### src/rtl/rre_pkg.sv
// Package with operation codes, widths and carrier structs for the return/rotate unit
package rre_pkg;
  localparam int DATA_W = 8;
  localparam int PC_W = 11;
  localparam int STACK_DEPTH = 4;
  localparam int MSB_POS = 7;
  localparam int LSB_POS = 0;
  localparam logic [DATA_W-1:0] WREG_RESET = 8'h00;
  localparam logic [PC_W-1:0] PC_RESET = 11'h000;
  localparam logic CARRY_RESET = 1'b0;
  localparam logic GIE_RESET = 1'b0;
  localparam logic [PC_W-1:0] IRQ_VECTOR = 11'h004;

  typedef enum logic [3:0] {
    OP_NONE = 4'h0,
    OP_RETURN = 4'h1,
    OP_RETURN_LOAD_IMMEDIATE = 4'h2,
    OP_RETURN_FROM_INTERRUPT = 4'h3,
    OP_ROTATE_LEFT_MEM = 4'h4,
    OP_ROTATE_LEFT_TO_WREG = 4'h5,
    OP_ROTATE_LEFT_THRU_CARRY = 4'h6,
    OP_ROTATE_LEFT_THRU_CARRY_TO_WREG = 4'h7,
    OP_ROTATE_RIGHT_MEM = 4'h8,
    OP_CALL = 4'h9
  } rre_op_t;

  typedef enum logic [2:0] {
    ST_EXEC = 3'b001,
    ST_MEMREAD = 3'b010,
    ST_IRQ = 3'b100
  } rre_state_t;

  typedef struct packed {
    logic valid;
    rre_op_t op;
    logic [DATA_W-1:0] imm;
    logic [DATA_W-1:0] addr;
    logic [PC_W-1:0] target;
    logic [PC_W-1:0] nextPc;
  } rre_instr_t;

  typedef struct packed {
    logic we;
    logic [DATA_W-1:0] addr;
    logic [DATA_W-1:0] wdata;
  } rre_memwr_t;
endpackage

### src/rtl/rre_stack.sv
// Return address stack with push and pop
module rre_stack #(
  parameter int DEPTH = rre_pkg::STACK_DEPTH,
  parameter int WIDTH = rre_pkg::PC_W
) (
  input wire logic clk_sys,
  input wire logic srst,
  input wire logic ce,
  input wire logic push,
  input wire logic pop,
  input wire logic [WIDTH-1:0] pushData,
  output logic [WIDTH-1:0] topData
);
  import rre_pkg::*;
  localparam int PW = $clog2(DEPTH);
  typedef struct packed {
    logic [DEPTH-1:0][WIDTH-1:0] mem;
    logic [PW-1:0] ptr;
  } rre_stk_t;
  rre_stk_t st;
  rre_stk_t next_st;
  logic [PW-1:0] topIdx;

  always_comb begin
    topIdx = st.ptr - 1'b1;
    topData = st.mem[topIdx];
    next_st = st;
    if (push) begin
      next_st.mem[st.ptr] = pushData;
      next_st.ptr = st.ptr + 1'b1;
    end else if (pop) begin
      // Wraps on underflow like a circular stack
      next_st.ptr = topIdx;
    end
  end

  always_ff @(posedge clk_sys) begin
    if (srst) begin
      st <= '0;
    end else if (ce) begin
      st <= next_st;
    end
  end
endmodule

### src/rtl/rre_core.sv
// Execution unit for return and rotate instructions
// How it works
// - Return-with-immediate pops PC, loads immediate into working register, flags untouched.
// - Return-from-interrupt pops PC and sets global interrupt enable to one.
// - Pending interrupt at return-from-interrupt is serviced before main program resumes.
// - Rotate-left-mem rotates byte left, bit 7 into bit 0, writes back.
// - Rotate-left-to-wreg puts left-rotated byte in working register only.
// - Through-carry rotate: old carry to bit 0, bit 7 to carry, write back.
// - Through-carry to wreg: result to working register, carry from bit 7.
// - Rotate-right-mem rotates byte right, bit 0 into bit 7, writes back.
// - Plain return restores PC from stack, no flags changed.
module rre_core (
  input wire logic clk_sys,
  input wire logic srst,
  input wire logic ce,
  input rre_pkg::rre_instr_t instr,
  input wire logic irqPending,
  input wire logic [rre_pkg::DATA_W-1:0] memRdata,
  output logic busy,
  output logic [rre_pkg::PC_W-1:0] pc,
  output logic [rre_pkg::DATA_W-1:0] wreg,
  output logic carry,
  output logic globalIntEnable,
  output logic irqAck,
  output logic [rre_pkg::DATA_W-1:0] memRaddr,
  output rre_pkg::rre_memwr_t memWr
);
  import rre_pkg::*;

  typedef struct packed {
    rre_state_t state;
    rre_instr_t held;
    logic [PC_W-1:0] pc;
    logic [DATA_W-1:0] wreg;
    logic carry;
    logic gie;
    logic irqAck;
    logic busy;
    logic [DATA_W-1:0] raddr;
    rre_memwr_t wr;
  } rre_core_t;

  rre_core_t r;
  rre_core_t next_r;
  logic push;
  logic pop;
  logic [PC_W-1:0] pushData;
  logic [PC_W-1:0] stackTop;
  logic [DATA_W-1:0] rolv;
  logic [DATA_W-1:0] rlcv;
  logic [DATA_W-1:0] rorv;

  // Calls and interrupt entry push, returns pop
  rre_stack #(
    .DEPTH(STACK_DEPTH),
    .WIDTH(PC_W)
  ) u_stack (
    .clk_sys(clk_sys),
    .srst(srst),
    .ce(ce),
    .push(push),
    .pop(pop),
    .pushData(pushData),
    .topData(stackTop)
  );

  // Memory data is used in the same cycle that the registered read address is presented
  always_comb begin
    rolv = {memRdata[MSB_POS-1:LSB_POS], memRdata[MSB_POS]};
    // Carry enters as it stood before this instruction
    rlcv = {memRdata[MSB_POS-1:LSB_POS], r.carry};
    rorv = {memRdata[LSB_POS], memRdata[MSB_POS:LSB_POS+1]};
  end

  // Write strobe and acknowledge fall back low unless set again
  always_comb begin
    next_r = r;
    next_r.wr.we = 1'b0;
    next_r.irqAck = 1'b0;
    push = 1'b0;
    pop = 1'b0;
    pushData = r.pc;
    unique case (r.state)
      ST_EXEC: begin
        if (instr.valid) begin
          next_r.held = instr;
          next_r.pc = instr.nextPc;
          unique case (instr.op)
            OP_RETURN: begin
              pop = 1'b1;
              next_r.pc = stackTop;
            end
            OP_RETURN_LOAD_IMMEDIATE: begin
              pop = 1'b1;
              next_r.pc = stackTop;
              next_r.wreg = instr.imm;
            end
            OP_RETURN_FROM_INTERRUPT: begin
              pop = 1'b1;
              next_r.pc = stackTop;
              next_r.gie = 1'b1;
              // Pending request taken before the restored address runs
              if (irqPending) begin
                next_r.state = ST_IRQ;
                next_r.busy = 1'b1;
              end
            end
            OP_CALL: begin
              push = 1'b1;
              pushData = instr.nextPc;
              next_r.pc = instr.target;
            end
            OP_ROTATE_LEFT_MEM, OP_ROTATE_LEFT_TO_WREG, OP_ROTATE_LEFT_THRU_CARRY,
            OP_ROTATE_LEFT_THRU_CARRY_TO_WREG, OP_ROTATE_RIGHT_MEM: begin
              next_r.raddr = instr.addr;
              next_r.state = ST_MEMREAD;
              next_r.busy = 1'b1;
            end
            default: begin
              // Other codes only advance to the next address
            end
          endcase
          // Return-from-interrupt already decided on entry above
          if (instr.op != OP_RETURN_FROM_INTERRUPT && irqPending && r.gie) begin
            next_r.state = ST_IRQ;
            next_r.busy = 1'b1;
          end
          // Rotates finish their write-back first; the request waits a cycle
          if (instr.op inside {OP_ROTATE_LEFT_MEM, OP_ROTATE_LEFT_TO_WREG,
              OP_ROTATE_LEFT_THRU_CARRY, OP_ROTATE_LEFT_THRU_CARRY_TO_WREG,
              OP_ROTATE_RIGHT_MEM}) begin
            next_r.state = ST_MEMREAD;
          end
        end else if (irqPending && r.gie) begin
          next_r.state = ST_IRQ;
          next_r.busy = 1'b1;
        end
      end
      ST_MEMREAD: begin
        // Write-back targets the address held from the request
        next_r.wr.addr = r.held.addr;
        next_r.state = ST_EXEC;
        next_r.busy = 1'b0;
        unique case (r.held.op)
          OP_ROTATE_LEFT_MEM: begin
            next_r.wr.we = 1'b1;
            next_r.wr.wdata = rolv;
          end
          OP_ROTATE_LEFT_TO_WREG: begin
            // Strobe stays low so the memory byte is untouched
            next_r.wreg = rolv;
          end
          OP_ROTATE_LEFT_THRU_CARRY: begin
            next_r.wr.we = 1'b1;
            next_r.wr.wdata = rlcv;
            next_r.carry = memRdata[MSB_POS];
          end
          OP_ROTATE_LEFT_THRU_CARRY_TO_WREG: begin
            next_r.wreg = rlcv;
            next_r.carry = memRdata[MSB_POS];
          end
          OP_ROTATE_RIGHT_MEM: begin
            next_r.wr.we = 1'b1;
            next_r.wr.wdata = rorv;
          end
          default: begin
            // Only rotates enter this state; any other held code writes nothing
            next_r.wr.we = 1'b0;
          end
        endcase
        if (irqPending && r.gie) begin
          next_r.state = ST_IRQ;
          next_r.busy = 1'b1;
        end
      end
      ST_IRQ: begin
        // Entry clears the enable, so nesting needs an explicit re-arm
        // Resume address saved so the handler's return lands there
        push = 1'b1;
        pushData = r.pc;
        next_r.pc = IRQ_VECTOR;
        next_r.gie = 1'b0;
        next_r.irqAck = 1'b1;
        next_r.state = ST_EXEC;
        next_r.busy = 1'b0;
      end
      default: begin
        next_r.state = ST_EXEC;
        next_r.busy = 1'b0;
      end
    endcase
  end

  // Reset overrides the enable so a frozen core can still be cleared
  always_ff @(posedge clk_sys) begin
    if (srst) begin
      r.state <= ST_EXEC;
      r.held <= '0;
      r.pc <= PC_RESET;
      r.wreg <= WREG_RESET;
      r.carry <= CARRY_RESET;
      r.gie <= GIE_RESET;
      r.irqAck <= 1'b0;
      r.busy <= 1'b0;
      r.raddr <= '0;
      r.wr <= '0;
    end else if (ce) begin
      r <= next_r;
    end
  end

  // Every output is a bare copy of a state flop
  always_comb begin
    busy = r.busy;
    pc = r.pc;
    wreg = r.wreg;
    carry = r.carry;
    globalIntEnable = r.gie;
    irqAck = r.irqAck;
    memRaddr = r.raddr;
    memWr = r.wr;
  end
endmodule

### config.mk
export PLATFORM = sky130hd
export DESIGN_NAME = rre_core
export DESIGN_NICKNAME = d
export VERILOG_FILES = /design/src/rtl/rre_pkg.sv /design/src/rtl/rre_stack.sv /design/src/rtl/rre_core.sv
export SDC_FILE = /design/constraint.sdc
export NUM_CORES = 1
export LEC_CHECK = 0
export BUFFER_PORTS_ARGS = -buffer_cell sky130_fd_sc_hd__buf_2
export CAP_MARGIN = 5
export CORE_ASPECT_RATIO = 0.6
export CORE_MARGIN = 2
export CORE_UTILIZATION = 25
export DETAILED_ROUTE_END_ITERATION = 12
export PLACE_DENSITY = 0.39
export SYNTH_ARGS = -nofsm -noshare
export SYNTH_HDL_FRONTEND = slang
export SYNTH_SLANG_ARGS = --single-unit
export TNS_END_PERCENT = 10
### constraint.sdc
create_clock -name clk_sys -period 2.76 [get_ports clk_sys]
set_input_delay 0 -clock clk_sys [delete_from_list [all_inputs] [get_ports clk_sys]]
set_output_delay 0 -clock clk_sys [all_outputs]
set_load 0.01 [all_outputs]
==> results.md, run 1 <==
* Maximum capacitance violations at 0
* Async S/R FF share, synth at 0
* Slowest cell on the critical path: sky130_fd_sc_hd__dlygate4sd3_1
* Shortest clock period the worst path allows after layout at 2.58 ns
* Number of inserted filler cells in the final layout at 2,139
* Adder-Cell Fraction of Synth Area at 0.00982
* Hold crit path type: primary input to register
* Number of flops mapped to enable cells by yosys at 0
* Largest family of logic cells by synthesized area: compound AO/OA/AOI/OAI gates
* TritonCTS clock tree: done
* # H-tree levels at 3
* Worst-case clock buffer depth at 2
* Cell types with the largest area share after synthesis: sky130_fd_sc_hd__dfxtp_1 43%, sky130_fd_sc_hd__a211oi_1 8.5%, sky130_fd_sc_hd__mux2i_1 6.9%
* Post-layout worst setup margin at 0.176 ns
* Largest driver fanout on the critical path at 12
* Power, Total at 3.48 mW
* Count of unresolved DRC violations after routing at 0
* Clock latency on the worst-skew pair at 0.35 ns
* Fraction of synthesized area in multiplexers at 0.120
* Peak supply drop at 0.000271 V
* Hpwl dp at 10.3 mm
* Final estimated routing congestion in global placement at 0.745
* Number of register bits inferred by synthesis at 109
* 1st-iter DRT viols at 237
* Compound-Gate Fraction of Synth Area at 0.170
* First-pass GRT wire length at 23.9 mm
* Post-Synthesis Net Count at 616
* Remaining global-route overflow at 0
* Largest net degree at the start of global routing at 57
* Sequence of cells on the critical path: inv_1 -> ha_4 -> buf_12 -> mux4_2 -> and3_1 -> a221oi_1 -> dlygate4sd3_1 -> o21ai_0
* Startpoint class of the critical path: register
* Dominant register cell in the synthesized netlist: sky130_fd_sc_hd__dfxtp_1
* Post-detailed-routing wire length at 14.6 mm
* Post-synthesis cell count at 557
* Number of vias per cell at 4.54
* Clock Pin Slew Worst Setup and Hold Paths at 0.07 ns
* Total number of nets in the final design at 705
* Number of iterations in the first detailed-routing pass at 5
* Syn Area/Cell at 9.15 um2
* Die ar. at 0.0216 mm2
* Final count of negative-setup-slack endpoints at 0
* Aggregate negative setup slack at 0 ns
* Area of the mapped netlist at 0.00510 mm2
* Fmax at 387 MHz
* Final period util at 0.936
* Number of warning messages in the yosys log at 0
* Number of antenna violations at the first check in global routing at 1
* PD cells at 549 mW/mm2
* Count of distinct cell types in the synthesized netlist at 46
* Actual slew at the worst max-slew pin at 0.709 ns
* Synth-to-layout area growth at 24.1%
* Cell taking the most area after synthesis: sky130_fd_sc_hd__dfxtp_1
* Max incr delay on CP at 0.58 ns
* Post-Place Worst Slack at 0.397 ns
* Static leakage at 2.39 nW
* Core Rows at 40
* Count of pins on the block boundary at 103
* Run status: finished, final reports clean
* Rel. slew slack at 0.526
* Post-detailed-route count of antenna-violating nets at 0
* Clock Sink Count at 109
* Final Skew at 0.0104 ns
* Data required time at the worst endpoint at 2.98 ns
* TritonCTS buffer count at 9
* Fraction of final layout cells with drive strength greater than 1 at 0.255
* Area share of and/or/nand/nor cells after synthesis at 0.165
* Combined global-route utilization of all metal layers at 0.141
* Final count of pins violating max slew at 0
* Number of vias in the routed layout at 4,196
* Average wire per standard cell at 15.8 um
* Count of buffers from port buffering at 102
* Vertical die dimension at 115 um
* Worst Path Class, Setup: register to register
* Effective utilization at floorplan at 0.255
* Xor/xnor cell area share of the yosys netlist at 0.00344
* Width of the chip at 188 um
* Portion of synthesized cell area occupied by the leading cell type at 0.428
* Crit. End Element: register
* Hold Vio Cnt, Final at 0
* Vias in the first global route at 4,268
* Critical path data arrival time at 2.80 ns
* Area of the core region at 0.0200 mm2
* Clock Tree Root: sky130_fd_sc_hd__clkbuf_16
* Proportion of synthesized chip area in sequential cells at 0.428
## registers in the layout, summed over array words and instances (netlist names)
signal / count
globalIntEnable: 1
memWr: 17
wreg: 8
memRaddr: 8
irqAck: 1
busy: 1
u_stack.st: 46
r: 15
pc: 11
carry: 1
## path summary, 6_finish.rpt
check / slack (ns) / from / endpoint / cells past startpoint
hold / removal: 0.02 / instr[37] / wreg[7] / 3
setup / recovery: 0.18 / u_stack.st[0] / pc[1] / 8
setup reg to reg: 0.18 / u_stack.st[0] / pc[1] / 8
hold reg to reg: 0.46 / memWr[10] / memWr[10] / 2
## layer usage
layer / global-route usage / up-vias / wire length, um / share of wire
met3: 0.0340 / 8 / 770 / 0.053
met2: 0.211 / 106 / 6180 / 0.42
li1: - / 2114 / - / -
met5: 0 / - / 0 / 0
met4: 0.0359 / 0 / 153 / 0.010
met1: 0.204 / 1968 / 7530 / 0.51
## area by class of cell
type / instances / area, um2 / area share
clock buffer: 10 / 229 / 0.0362
timing repair buffer: 161 / 1070 / 0.169
tap: 273 / 342 / 0.0540
inverter: 6 / 22.5 / 0.00356
sequential: 109 / 2180 / 0.345
multi-input combinational: 359 / 2410 / 0.381
clock inverter: 6 / 70.1 / 0.0111
antenna: 1 / 2.50 / 0.000395
## metrics by stage
stage	area, um2	hold WS, ns	std cells	utilization
after global routing	6320	0.0179	924	0.316
after detailed placement	5580	0.265	866	0.279
after CTS	6280	0.000409	922	0.314
after global placement	5580	0.257	866	0.279
final	6330	0.0204	925	0.316
after floorplan	5100	0.136	557	-
## kinds of logic after synthesis
logic type      after synthesis
flops                       109
simple gates                183
compound gates              123
xor+xnor                      2
mux                          47
fa+ha+maj                     4
buf+inv                      89
## cell usage in the layout, fill, tap and decap left out, types with 2 or more instances in the layout
cell type	synthesis	layout
sky130_fd_sc_hd__dfxtp_1	109	108
sky130_fd_sc_hd__buf_2	12	101
sky130_fd_sc_hd__nor2_1	82	82
sky130_fd_sc_hd__nand2_1	59	59
sky130_fd_sc_hd__a211oi_1	58	58
sky130_fd_sc_hd__dlygate4sd3_1	0	40
sky130_fd_sc_hd__mux2i_1	35	35
sky130_fd_sc_hd__a21oi_1	28	28
sky130_fd_sc_hd__buf_4	46	19
sky130_fd_sc_hd__a221oi_1	12	12
sky130_fd_sc_hd__and3_1	11	11
sky130_fd_sc_hd__mux4_2	11	11
sky130_fd_sc_hd__o21ai_0	9	9
sky130_fd_sc_hd__clkbuf_16	0	9
sky130_fd_sc_hd__inv_1	6	6
sky130_fd_sc_hd__nand3_1	6	6
sky130_fd_sc_hd__nor3_1	4	4
sky130_fd_sc_hd__a211oi_2	4	4
sky130_fd_sc_hd__o21ai_1	3	3
sky130_fd_sc_hd__ha_1	4	3
sky130_fd_sc_hd__nor3b_1	3	2
sky130_fd_sc_hd__a31oi_1	2	2
sky130_fd_sc_hd__nor2b_1	2	2
sky130_fd_sc_hd__nor4b_2	1	2
sky130_fd_sc_hd__nand2b_1	2	2
sky130_fd_sc_hd__a41oi_1	2	2
sky130_fd_sc_hd__nand3b_1	2	2
sky130_fd_sc_hd__clkinvlp_4	0	2
## cell usage after synthesis, drive strengths merged, types with 4 or more instances
cell / n
dfxtp: 109
nor2: 83
a211oi: 62
buf: 59
nand2: 59
mux2i: 35
a21oi: 28
clkbuf: 24
a221oi: 12
o21ai: 12
and3: 11
mux4: 11
inv: 6
nand3: 6
nor3: 5
ha: 4
nor3b: 4
## power by group
| part | switching (mW) | leakage [nW] | internal (mW) |
|---|---|---|---|
| combinational | 0.261 | 1.37 | 0.221 |
| sequential | 0.0422 | 0.882 | 1.63 |
| clock | 0.614 | 0.141 | 0.713 |
| total | 0.917 | 2.39 | 2.56 |
## what timing repair did
item                       CTS  global route
setup endpoints to repair    0             7
resized for setup            0             5
hold buffers                40             0
hold endpoints to repair    37             0
buffers inserted             0             2
## worst max-delay path: cells and delay by family, from the launching register on
| kind | cells | cell delay (ns) |
|---|---|---|
| and+or+nand+nor | 1 | 0.20 |
| buffers and inverters | 3 | 0.85 |
| AOI/OAI and AO/OA | 2 | 0.26 |
| adders and majority gates | 1 | 0.30 |
| DFF | 1 | 0.33 |
| muxes | 1 | 0.50 |
Power figures use the tool's default switching activity.
==> inputs of run 2 (changes only) <==
- clock period: 2.76 -> 3.1 ns (I/O delays scaled with it)
==> run 2 against run 1 <==
  * Sequential cell count did not move
  * Clock-buffer cell count fell by 1
  * Global-route usage fell by 0.068 points
  * Register-to-register slack improved by 0.19 ns
  * Utilization fell by 0.51 points
  * Largest cell class unchanged
  * Highest routed layer unchanged
==> results.md, run 2 (same netlist as run 1, synthesis figures left out) <==
* Clock Sink Count at 109 (unchanged)
* Final estimated routing congestion in global placement at 0.795 (was 0.745)
* Sequence of cells on the critical path: inv_1 -> ha_2 -> mux4_2 -> and3_1 -> a221oi_1 -> dlygate4sd3_1 -> o21ai_0 (was inv_1 -> ha_4 -> buf_12 -> mux4_2 -> and3_1 -> a221oi_1 -> dlygate4sd3_1 -> o21ai_0)
* Worst-case clock buffer depth at 2 (unchanged)
* Final count of negative-setup-slack endpoints at 0 (unchanged)
* Peak supply drop at 0.000203 V (was 0.000271 V)
* Int Power at 2.18 mW (was 2.56 mW)
* Post-Layout Cell Count at 919 (was 925)
* Hold Path End: wreg[5] (was wreg[7])
* Crit. End Element: register (unchanged)
* Global routing's busiest layer: met1 (was met2)
* Core Rows at 40 (unchanged)
* Number of inserted filler cells in the final layout at 2,128 (was 2,139)
* Effective utilization at floorplan at 0.255 (unchanged)
* Synth-to-layout area growth at 22.1% (was 24.1%)
* Area occupied by multi-input gates at 0.00240 mm2 (was 0.00241 mm2)
* Final Skew at 0.00820 ns (was 0.0104 ns)
* Largest driver fanout on the critical path at 10 (was 12)
* Post-Place Worst Slack at 0.710 ns (was 0.397 ns)
* Post-detailed-route count of antenna-violating nets at 0 (unchanged)
* Hpwl dp at 10.4 mm (was 10.3 mm)
* Max incr delay on CP at 0.58 ns (about the same)
* Comb power frac at 0.139 (about the same)
* Width of the chip at 188 um (unchanged)
* Run status: finished, final reports clean (unchanged)
* Maximum capacitance violations at 0 (unchanged)
* Reg power frac at 0.495 (was 0.480)
* Path depth of the worst reg2reg path at 7 (was 8)
* Hold Path Origin: instr[35] (was instr[37])
* PD cells at 481 mW/mm2 (was 549 mW/mm2)
* Number of vias per cell at 4.59 (was 4.54)
* Combined global-route utilization of all metal layers at 0.141 (about the same)
* Average wire per standard cell at 16.1 um (was 15.8 um)
* TritonCTS clock tree: done (unchanged)
* Fraction of power consumed by the clock network at 0.365 (was 0.382)
* Hold crit path type: primary input to register (unchanged)
* Hold Vio Cnt, Final at 0 (unchanged)
* Most frequent cells in the layout: 109 x sky130_fd_sc_hd__dfxtp_1, 101 x sky130_fd_sc_hd__buf_2, 82 x sky130_fd_sc_hd__nor2_1 (was 108 x sky130_fd_sc_hd__dfxtp_1, 101 x sky130_fd_sc_hd__buf_2, 82 x sky130_fd_sc_hd__nor2_1)
* Reg-to-reg startpoint: u_stack.st[1] (was u_stack.st[0])
* Met3 Track Usage GR at 0.0429 (was 0.0340)
* Post-layout worst setup margin at 0.362 ns (was 0.176 ns)
* Total number of nets in the final design at 699 (was 705)
* Number of flip-flops under the largest register name at 46 (unchanged)
* Fmax at 365 MHz (was 387 MHz)
* Data required time at the worst endpoint at 3.32 ns (was 2.98 ns)
* Static leakage at 2.35 nW (was 2.39 nW)
* TritonCTS buffer count at 9 (unchanged)
* Actual slew at the worst max-slew pin at 0.814 ns (was 0.709 ns)
* Slowest cell on the critical path: sky130_fd_sc_hd__dlygate4sd3_1 (unchanged)
* Placed cell count at 865 (was 866)
* Largest net degree at the start of global routing at 58 (was 57)
* Count of buffers from port buffering at 102 (unchanged)
* RSZ-0062 raised after global routing: false
* 1st-iter DRT viols at 238 (was 237)
* Count of pins on the block boundary at 103 (unchanged)
* # H-tree levels at 3 (unchanged)
* Worst Path Class, Setup: register to register (unchanged)
* Clock Tree Root: sky130_fd_sc_hd__clkbuf_16 (unchanged)
* Aggregate negative setup slack at 0 ns (unchanged)
* Final count of pins violating max slew at 0 (unchanged)
* Combined flip-flop and latch cell area at 0.00218 mm2 (about the same)
* Met2 global-route usage at 0.203 (was 0.211)
* Largest Register: u_stack.st (unchanged)
* Net Switching at 814 uW (was 917 uW)
* Power, Total at 2.99 mW (was 3.48 mW)
* Vias in the first global route at 4,189 (was 4,268)
* Startpoint class of the critical path: register (unchanged)
* Number of vias in the routed layout at 4,219 (was 4,196)
* Number of antenna violations at the first check in global routing at 1 (unchanged)
* Hold-critical path depth at 3 (unchanged)
* Rel. slew slack at 0.456 (was 0.526)
* Die ar. at 0.0216 mm2 (unchanged)
* Remaining global-route overflow at 0 (unchanged)
* Clock Pin Slew Worst Setup and Hold Paths at 0.08 ns (was 0.07 ns)
* Number of iterations in the first detailed-routing pass at 4 (was 5)
* Setup Fix Bufs, Post-CTS at 0 (unchanged)
* FF-to-FF End: pc[1] (unchanged)
* Area of the core region at 0.0200 mm2 (unchanged)
* Count of unresolved DRC violations after routing at 0 (unchanged)
* Most common cell after layout, fill and taps aside: sky130_fd_sc_hd__dfxtp_1 (unchanged)
* Vertical die dimension at 115 um (unchanged)
* First-pass GRT wire length at 23.4 mm (was 23.9 mm)
* Worst-case register-to-register setup slack at 0.36 ns (was 0.18 ns)
* Met1 layer usage reported by global route at 0.204 (about the same)
* Clock latency on the worst-skew pair at 0.35 ns (about the same)
* Fraction of final layout cells with drive strength greater than 1 at 0.253 (was 0.255)
* Critical path data arrival time at 2.96 ns (was 2.80 ns)
* Fraction of power spent switching nets at 0.272 (was 0.264)
* Shortest clock period the worst path allows after layout at 2.74 ns (was 2.58 ns)
* Post-detailed-routing wire length at 14.8 mm (was 14.6 mm)
* Final period util at 0.883 (was 0.936)
run 2: critical path: cells and delay by family (launching register included):
family	cells	cell delay (ns)
buf+inv	2	0.66
simple gates	1	0.20
mux	1	0.55
flops	1	0.35
compound gates	2	0.28
fa+ha+maj	1	0.56
run 2: how the worst max path moves through the flow:
stage / startpoint / end / slack [ns] / cells after the start
final: u_stack.st[1] / pc[1] / 0.36 / 7
after floorplan: u_stack.st[0] / pc[3] / 0.64 / 8
after global routing: u_stack.st[1] / pc[0] / 0.17 / 7
after CTS: u_stack.st[1] / pc[5] / 0.18 / 7
after detailed placement: u_stack.st[1] / pc[7] / 0.71 / 6
after global placement: u_stack.st[1] / pc[7] / 0.76 / 6
run 2: power by group through the flow:
| stage | clock [mW] | combinational [mW] | sequential [mW] |
|---|---|---|---|
| 5_1_grt | 1.19 | 0.459 | 1.49 |
| 6_report | 1.09 | 0.417 | 1.48 |
| 3_3_place_gp | 0 | 0.372 | 1.51 |
| 3_5_place_dp | 0 | 0.378 | 1.52 |
| 2_1_floorplan | 0 | 0.266 | 1.51 |
| 4_1_cts | 1.15 | 0.421 | 1.48 |
run 2: layout make-up:
type                       count  share of cell area
inverter                       6             0.00362
antenna                        1            0.000402
clock buffer                   9              0.0362
clock inverter                 7             0.00784
timing repair buffer         155               0.161
multi-input combinational    359               0.385
tap                          273              0.0549
sequential                   109               0.350
run 2: through the flow:
step                      hold slack (ns)  cell area [um2]   util
final                              0.0179             6230  0.311
after global routing               0.0209             6220  0.311
after CTS                         0.00245             6220  0.311
after detailed placement            0.268             5580  0.279
after global placement              0.259             5580  0.279
after floorplan                     0.136             5100      -
run 2: timing repair:
| action | 4_1_cts | 5_1_grt |
|---|---|---|
| endpoints found under the setup margin | 0 | 4 |
| hold buffers | 37 | 0 |
| resized for setup | 0 | 1 |
| endpoints found under the hold margin | 35 | 0 |
run 2: per-layer routing:
metal | part of all wire | wire, um
met1 | 0.53 | 7800
met2 | 0.41 | 6120
met3 | 0.051 | 754
met4 | 0.0072 | 107
met5 | 0 | 0
==> inputs of run 3 (changes only) <==
- ABC_AREA: unset -> 1
- CTS_CLUSTER_SIZE: unset -> 10
- PLACE_DENSITY: 0.39 -> 0.38
==> run 3 against run 2 <==
  * Critical path depth is the same
  * Setup slack improved by 0.70 ns
  * Sequential power is essentially flat
  * Die area up 14%
  * Cell count grew 38%
  * Combinational power increased by 34%
  * Critical endpoint is now pc[2]
  * Largest power group unchanged
==> results.md, run 3 <==
* Data required time at the worst endpoint at 3.34 ns (was 3.32 ns)
* Most numerous cell in the Yosys netlist: sky130_fd_sc_hd__nand2_1 (was sky130_fd_sc_hd__dfxtp_1)
* Worst Path Class, Setup: register to register (unchanged)
* Path depth of the worst reg2reg path at 7 (unchanged)
* Area of the mapped netlist at 0.00585 mm2 (was 0.00510 mm2)
* Number of register bits inferred by synthesis at 109 (unchanged)
* Clock Sink Count at 109 (unchanged)
* Startpoint class of the critical path: register (unchanged)
* Area of the core region at 0.0230 mm2 (was 0.0200 mm2)
* Width of the chip at 201 um (was 188 um)
* Area occupied by multi-input gates at 0.00266 mm2 (was 0.00240 mm2)
* Peak supply drop at 0.000279 V (was 0.000203 V)
* Portion of synthesized cell area occupied by the leading cell type at 0.373 (was 0.428)
* Vertical die dimension at 122 um (was 115 um)
* Number of flip-flops under the largest register name at 46 (unchanged)
* Run status: finished, final reports clean (unchanged)
* Cell types with the largest area share after synthesis: sky130_fd_sc_hd__dfxtp_1 37%, sky130_fd_sc_hd__nand2_1 15%, sky130_fd_sc_hd__nor2_1 9.2% (was sky130_fd_sc_hd__dfxtp_1 43%, sky130_fd_sc_hd__a211oi_1 8.5%, sky130_fd_sc_hd__mux2i_1 6.9%)
* Post-detailed-route count of antenna-violating nets at 0 (unchanged)
* Average wire per standard cell at 14.5 um (was 16.1 um)
* Max incr delay on CP at 0.88 ns (was 0.58 ns)
* Hold buffer count at CTS at 17 (was 37)
* Maximum capacitance violations at 0 (unchanged)
* Synth-to-layout area growth at 14.9% (was 22.1%)
* Final count of pins violating max slew at 0 (unchanged)
* Post-cts gate resize count at 0 (unchanged)
* Hold Path Origin: instr[37] (was instr[35])
* Clock latency on the worst-skew pair at 0.36 ns (was 0.35 ns)
* 1st-iter DRT viols at 304 (was 238)
* Hold crit path type: primary input to register (unchanged)
* Number of flops mapped to enable cells by yosys at 0 (unchanged)
* Hpwl dp at 12.8 mm (was 10.4 mm)
* Worst setup startpoint: u_stack.st[1] (unchanged)
* Count of distinct cell types in the synthesized netlist at 33 (was 46)
* # H-tree levels at 3 (unchanged)
* Power, Total at 3.34 mW (was 2.99 mW)
* Shortest clock period the worst path allows after layout at 2.04 ns (was 2.74 ns)
* ANT cells at 0 (was 1)
* Crit. End Element: register (unchanged)
* Cell taking the most area after synthesis: sky130_fd_sc_hd__dfxtp_1 (unchanged)
* Count of unresolved DRC violations after routing at 0 (unchanged)
* Placement-stage cell area at 0.00623 mm2 (was 0.00558 mm2)
* Ranking of synthesized cells by instance count: 241 x sky130_fd_sc_hd__nand2_1, 143 x sky130_fd_sc_hd__nor2_1, 110 x sky130_fd_sc_hd__inv_1 (was 109 x sky130_fd_sc_hd__dfxtp_1, 82 x sky130_fd_sc_hd__nor2_1, 59 x sky130_fd_sc_hd__nand2_1)
* Final Skew at 0.0112 ns (was 0.00820 ns)
* Final estimated routing congestion in global placement at 0.768 (was 0.795)
* Critical path data arrival time at 2.28 ns (was 2.96 ns)
* First-pass GRT wire length at 28.7 mm (was 23.4 mm)
* Most frequent cells in the layout: 241 x sky130_fd_sc_hd__nand2_1, 143 x sky130_fd_sc_hd__nor2_1, 110 x sky130_fd_sc_hd__inv_1 (was 109 x sky130_fd_sc_hd__dfxtp_1, 101 x sky130_fd_sc_hd__buf_2, 82 x sky130_fd_sc_hd__nor2_1)
* Reg-to-reg startpoint: u_stack.st[1] (unchanged)
* Core Rows at 43 (was 40)
* Combined global-route utilization of all metal layers at 0.153 (was 0.141)
* Count of pins on the block boundary at 103 (unchanged)
* Number of iterations in the first detailed-routing pass at 7 (was 4)
* Number of warning messages in the yosys log at 0 (unchanged)
* Setup Fix Bufs, Post-CTS at 0 (unchanged)
* Number of antenna violations at the first check in global routing at 0 (was 1)
* Final count of negative-setup-slack endpoints at 0 (unchanged)
* Async S/R FF share, synth at 0 (unchanged)
* Actual slew at the worst max-slew pin at 0.909 ns (was 0.814 ns)
* Total number of nets in the final design at 1,005 (was 699)
* Hold-critical path depth at 5 (was 3)
* Library cell appearing most often on the critical path: sky130_fd_sc_hd__inv_1
* Largest net degree at the start of global routing at 49 (was 58)
* TritonCTS buffer count at 9 (unchanged)
* Aggregate negative setup slack at 0 ns (unchanged)
* Final instance area at 0.00672 mm2 (was 0.00623 mm2)
* Post-Synthesis Net Count at 952 (was 616)
* Proportion of synthesized chip area in sequential cells at 0.373 (was 0.428)
* Post-synthesis cell count at 893 (was 557)
* Hold Vio Cnt, Final at 0 (unchanged)
* Fmax at 490 MHz (was 365 MHz)
* Number of inserted filler cells in the final layout at 2,666 (was 2,128)
* Post-layout worst setup margin at 1.06 ns (was 0.362 ns)
* Slowest cell on the critical path: sky130_fd_sc_hd__ha_1 (was sky130_fd_sc_hd__dlygate4sd3_1)
* Die ar. at 0.0247 mm2 (was 0.0216 mm2)
* Worst-case clock buffer depth at 2 (unchanged)
* Static leakage at 3.38 nW (was 2.35 nW)
* Dominant register cell in the synthesized netlist: sky130_fd_sc_hd__dfxtp_1 (unchanged)
* Number of vias in the routed layout at 5,269 (was 4,219)
* RSZ-0062 raised after global routing: false (unchanged)
* Syn Area/Cell at 6.55 um2 (was 9.15 um2)
* Sequence of cells on the critical path: inv_1 -> ha_1 -> inv_1 -> a21oi_1 -> o21ai_0 -> a31oi_1 -> nor2_1 (was inv_1 -> ha_2 -> mux4_2 -> and3_1 -> a221oi_1 -> dlygate4sd3_1 -> o21ai_0)
* TritonCTS clock tree: done (unchanged)
* Effective utilization at floorplan at 0.254 (was 0.255)
* Largest driver fanout on the critical path at 23 (was 10)
* Largest Register: u_stack.st (unchanged)
* Remaining global-route overflow at 0 (unchanged)
* Clock Tree Root: sky130_fd_sc_hd__clkbuf_16 (unchanged)
* Post-Place Worst Slack at 1.05 ns (was 0.710 ns)
* PD cells at 496 mW/mm2 (was 481 mW/mm2)
* Rel. slew slack at 0.394 (was 0.456)
* Number of vias per cell at 4.16 (was 4.59)
* Fraction of final layout cells with drive strength greater than 1 at 0.158 (was 0.253)
* Post-detailed-routing wire length at 18.4 mm (was 14.8 mm)
* Most common cell after layout, fill and taps aside: sky130_fd_sc_hd__nand2_1 (was sky130_fd_sc_hd__dfxtp_1)
* Count of buffers from port buffering at 102 (unchanged)
* Clock Pin Slew Worst Setup and Hold Paths at 0.08 ns (about the same)
* Vias in the first global route at 4,860 (was 4,189)
* Final period util at 0.658 (was 0.883)
* Post-route core utilization at 0.292 (was 0.311)
* Combined flip-flop and latch cell area at 0.00218 mm2 (unchanged)
run 3: critical path: cells and delay by family (launching register included):
family	cells	cell delay [ns]
fa+ha+maj	1	0.88
compound gates	3	0.42
flops	1	0.36
buf+inv	2	0.21
simple gates	1	0.05
run 3: area by class of cell:
type / count / share of cell area
Tap cell: 315 / 0.0586
Inverter: 115 / 0.0642
Clock buffer: 10 / 0.0356
Sequential cell: 109 / 0.325
Multi-Input combinational cell: 584 / 0.395
Clock inverter: 6 / 0.0115
Timing Repair Buffer: 127 / 0.110
run 3: logic make-up (layout without fill, tap and decap cells):
kind of cell             count (synthesis)  count (layout)  share of synthesized area
flip-flops                             109             109                      0.373
AND/OR/NAND/NOR                        429             429                      0.305
AO/OA/AOI/OAI                          151             151                      0.141
buffers and inverters                  200             258                      0.173
adder cells (fa/ha/maj)                  4               4                    0.00856
run 3: worst paths after layout:
kind / slack (ns) / end
worst min register to register: 0.46 / r[70]
worst min-delay path: 0.009 / wreg[7]
worst max register to register: 1.06 / pc[2]
worst max-delay path: 1.06 / pc[2]
run 3: layer usage:
metal  up-vias  GRT usage  wire (um)
li1       2821          -          -
met1      2344      0.245      10700
met2        94      0.205       6800
met3        10     0.0308        806
met4         0     0.0248        121
met5         -          0          0
run 3: where the power goes:
group / total, mW / internal, mW / switching, mW
logic: 0.560 / 0.192 / 0.369
registers: 1.50 / 1.46 / 0.0398
clock network: 1.27 / 0.667 / 0.606
run 3: metrics by stage:
step | instances | hold WS, ns
6_report | 1266 | 0.00880
5_1_grt | 1266 | 0.0406
4_1_cts | 1266 | 0.0000113
3_5_place_dp | 1233 | 0.297
3_3_place_gp | 1233 | 0.297
2_1_floorplan | 893 | 0.135
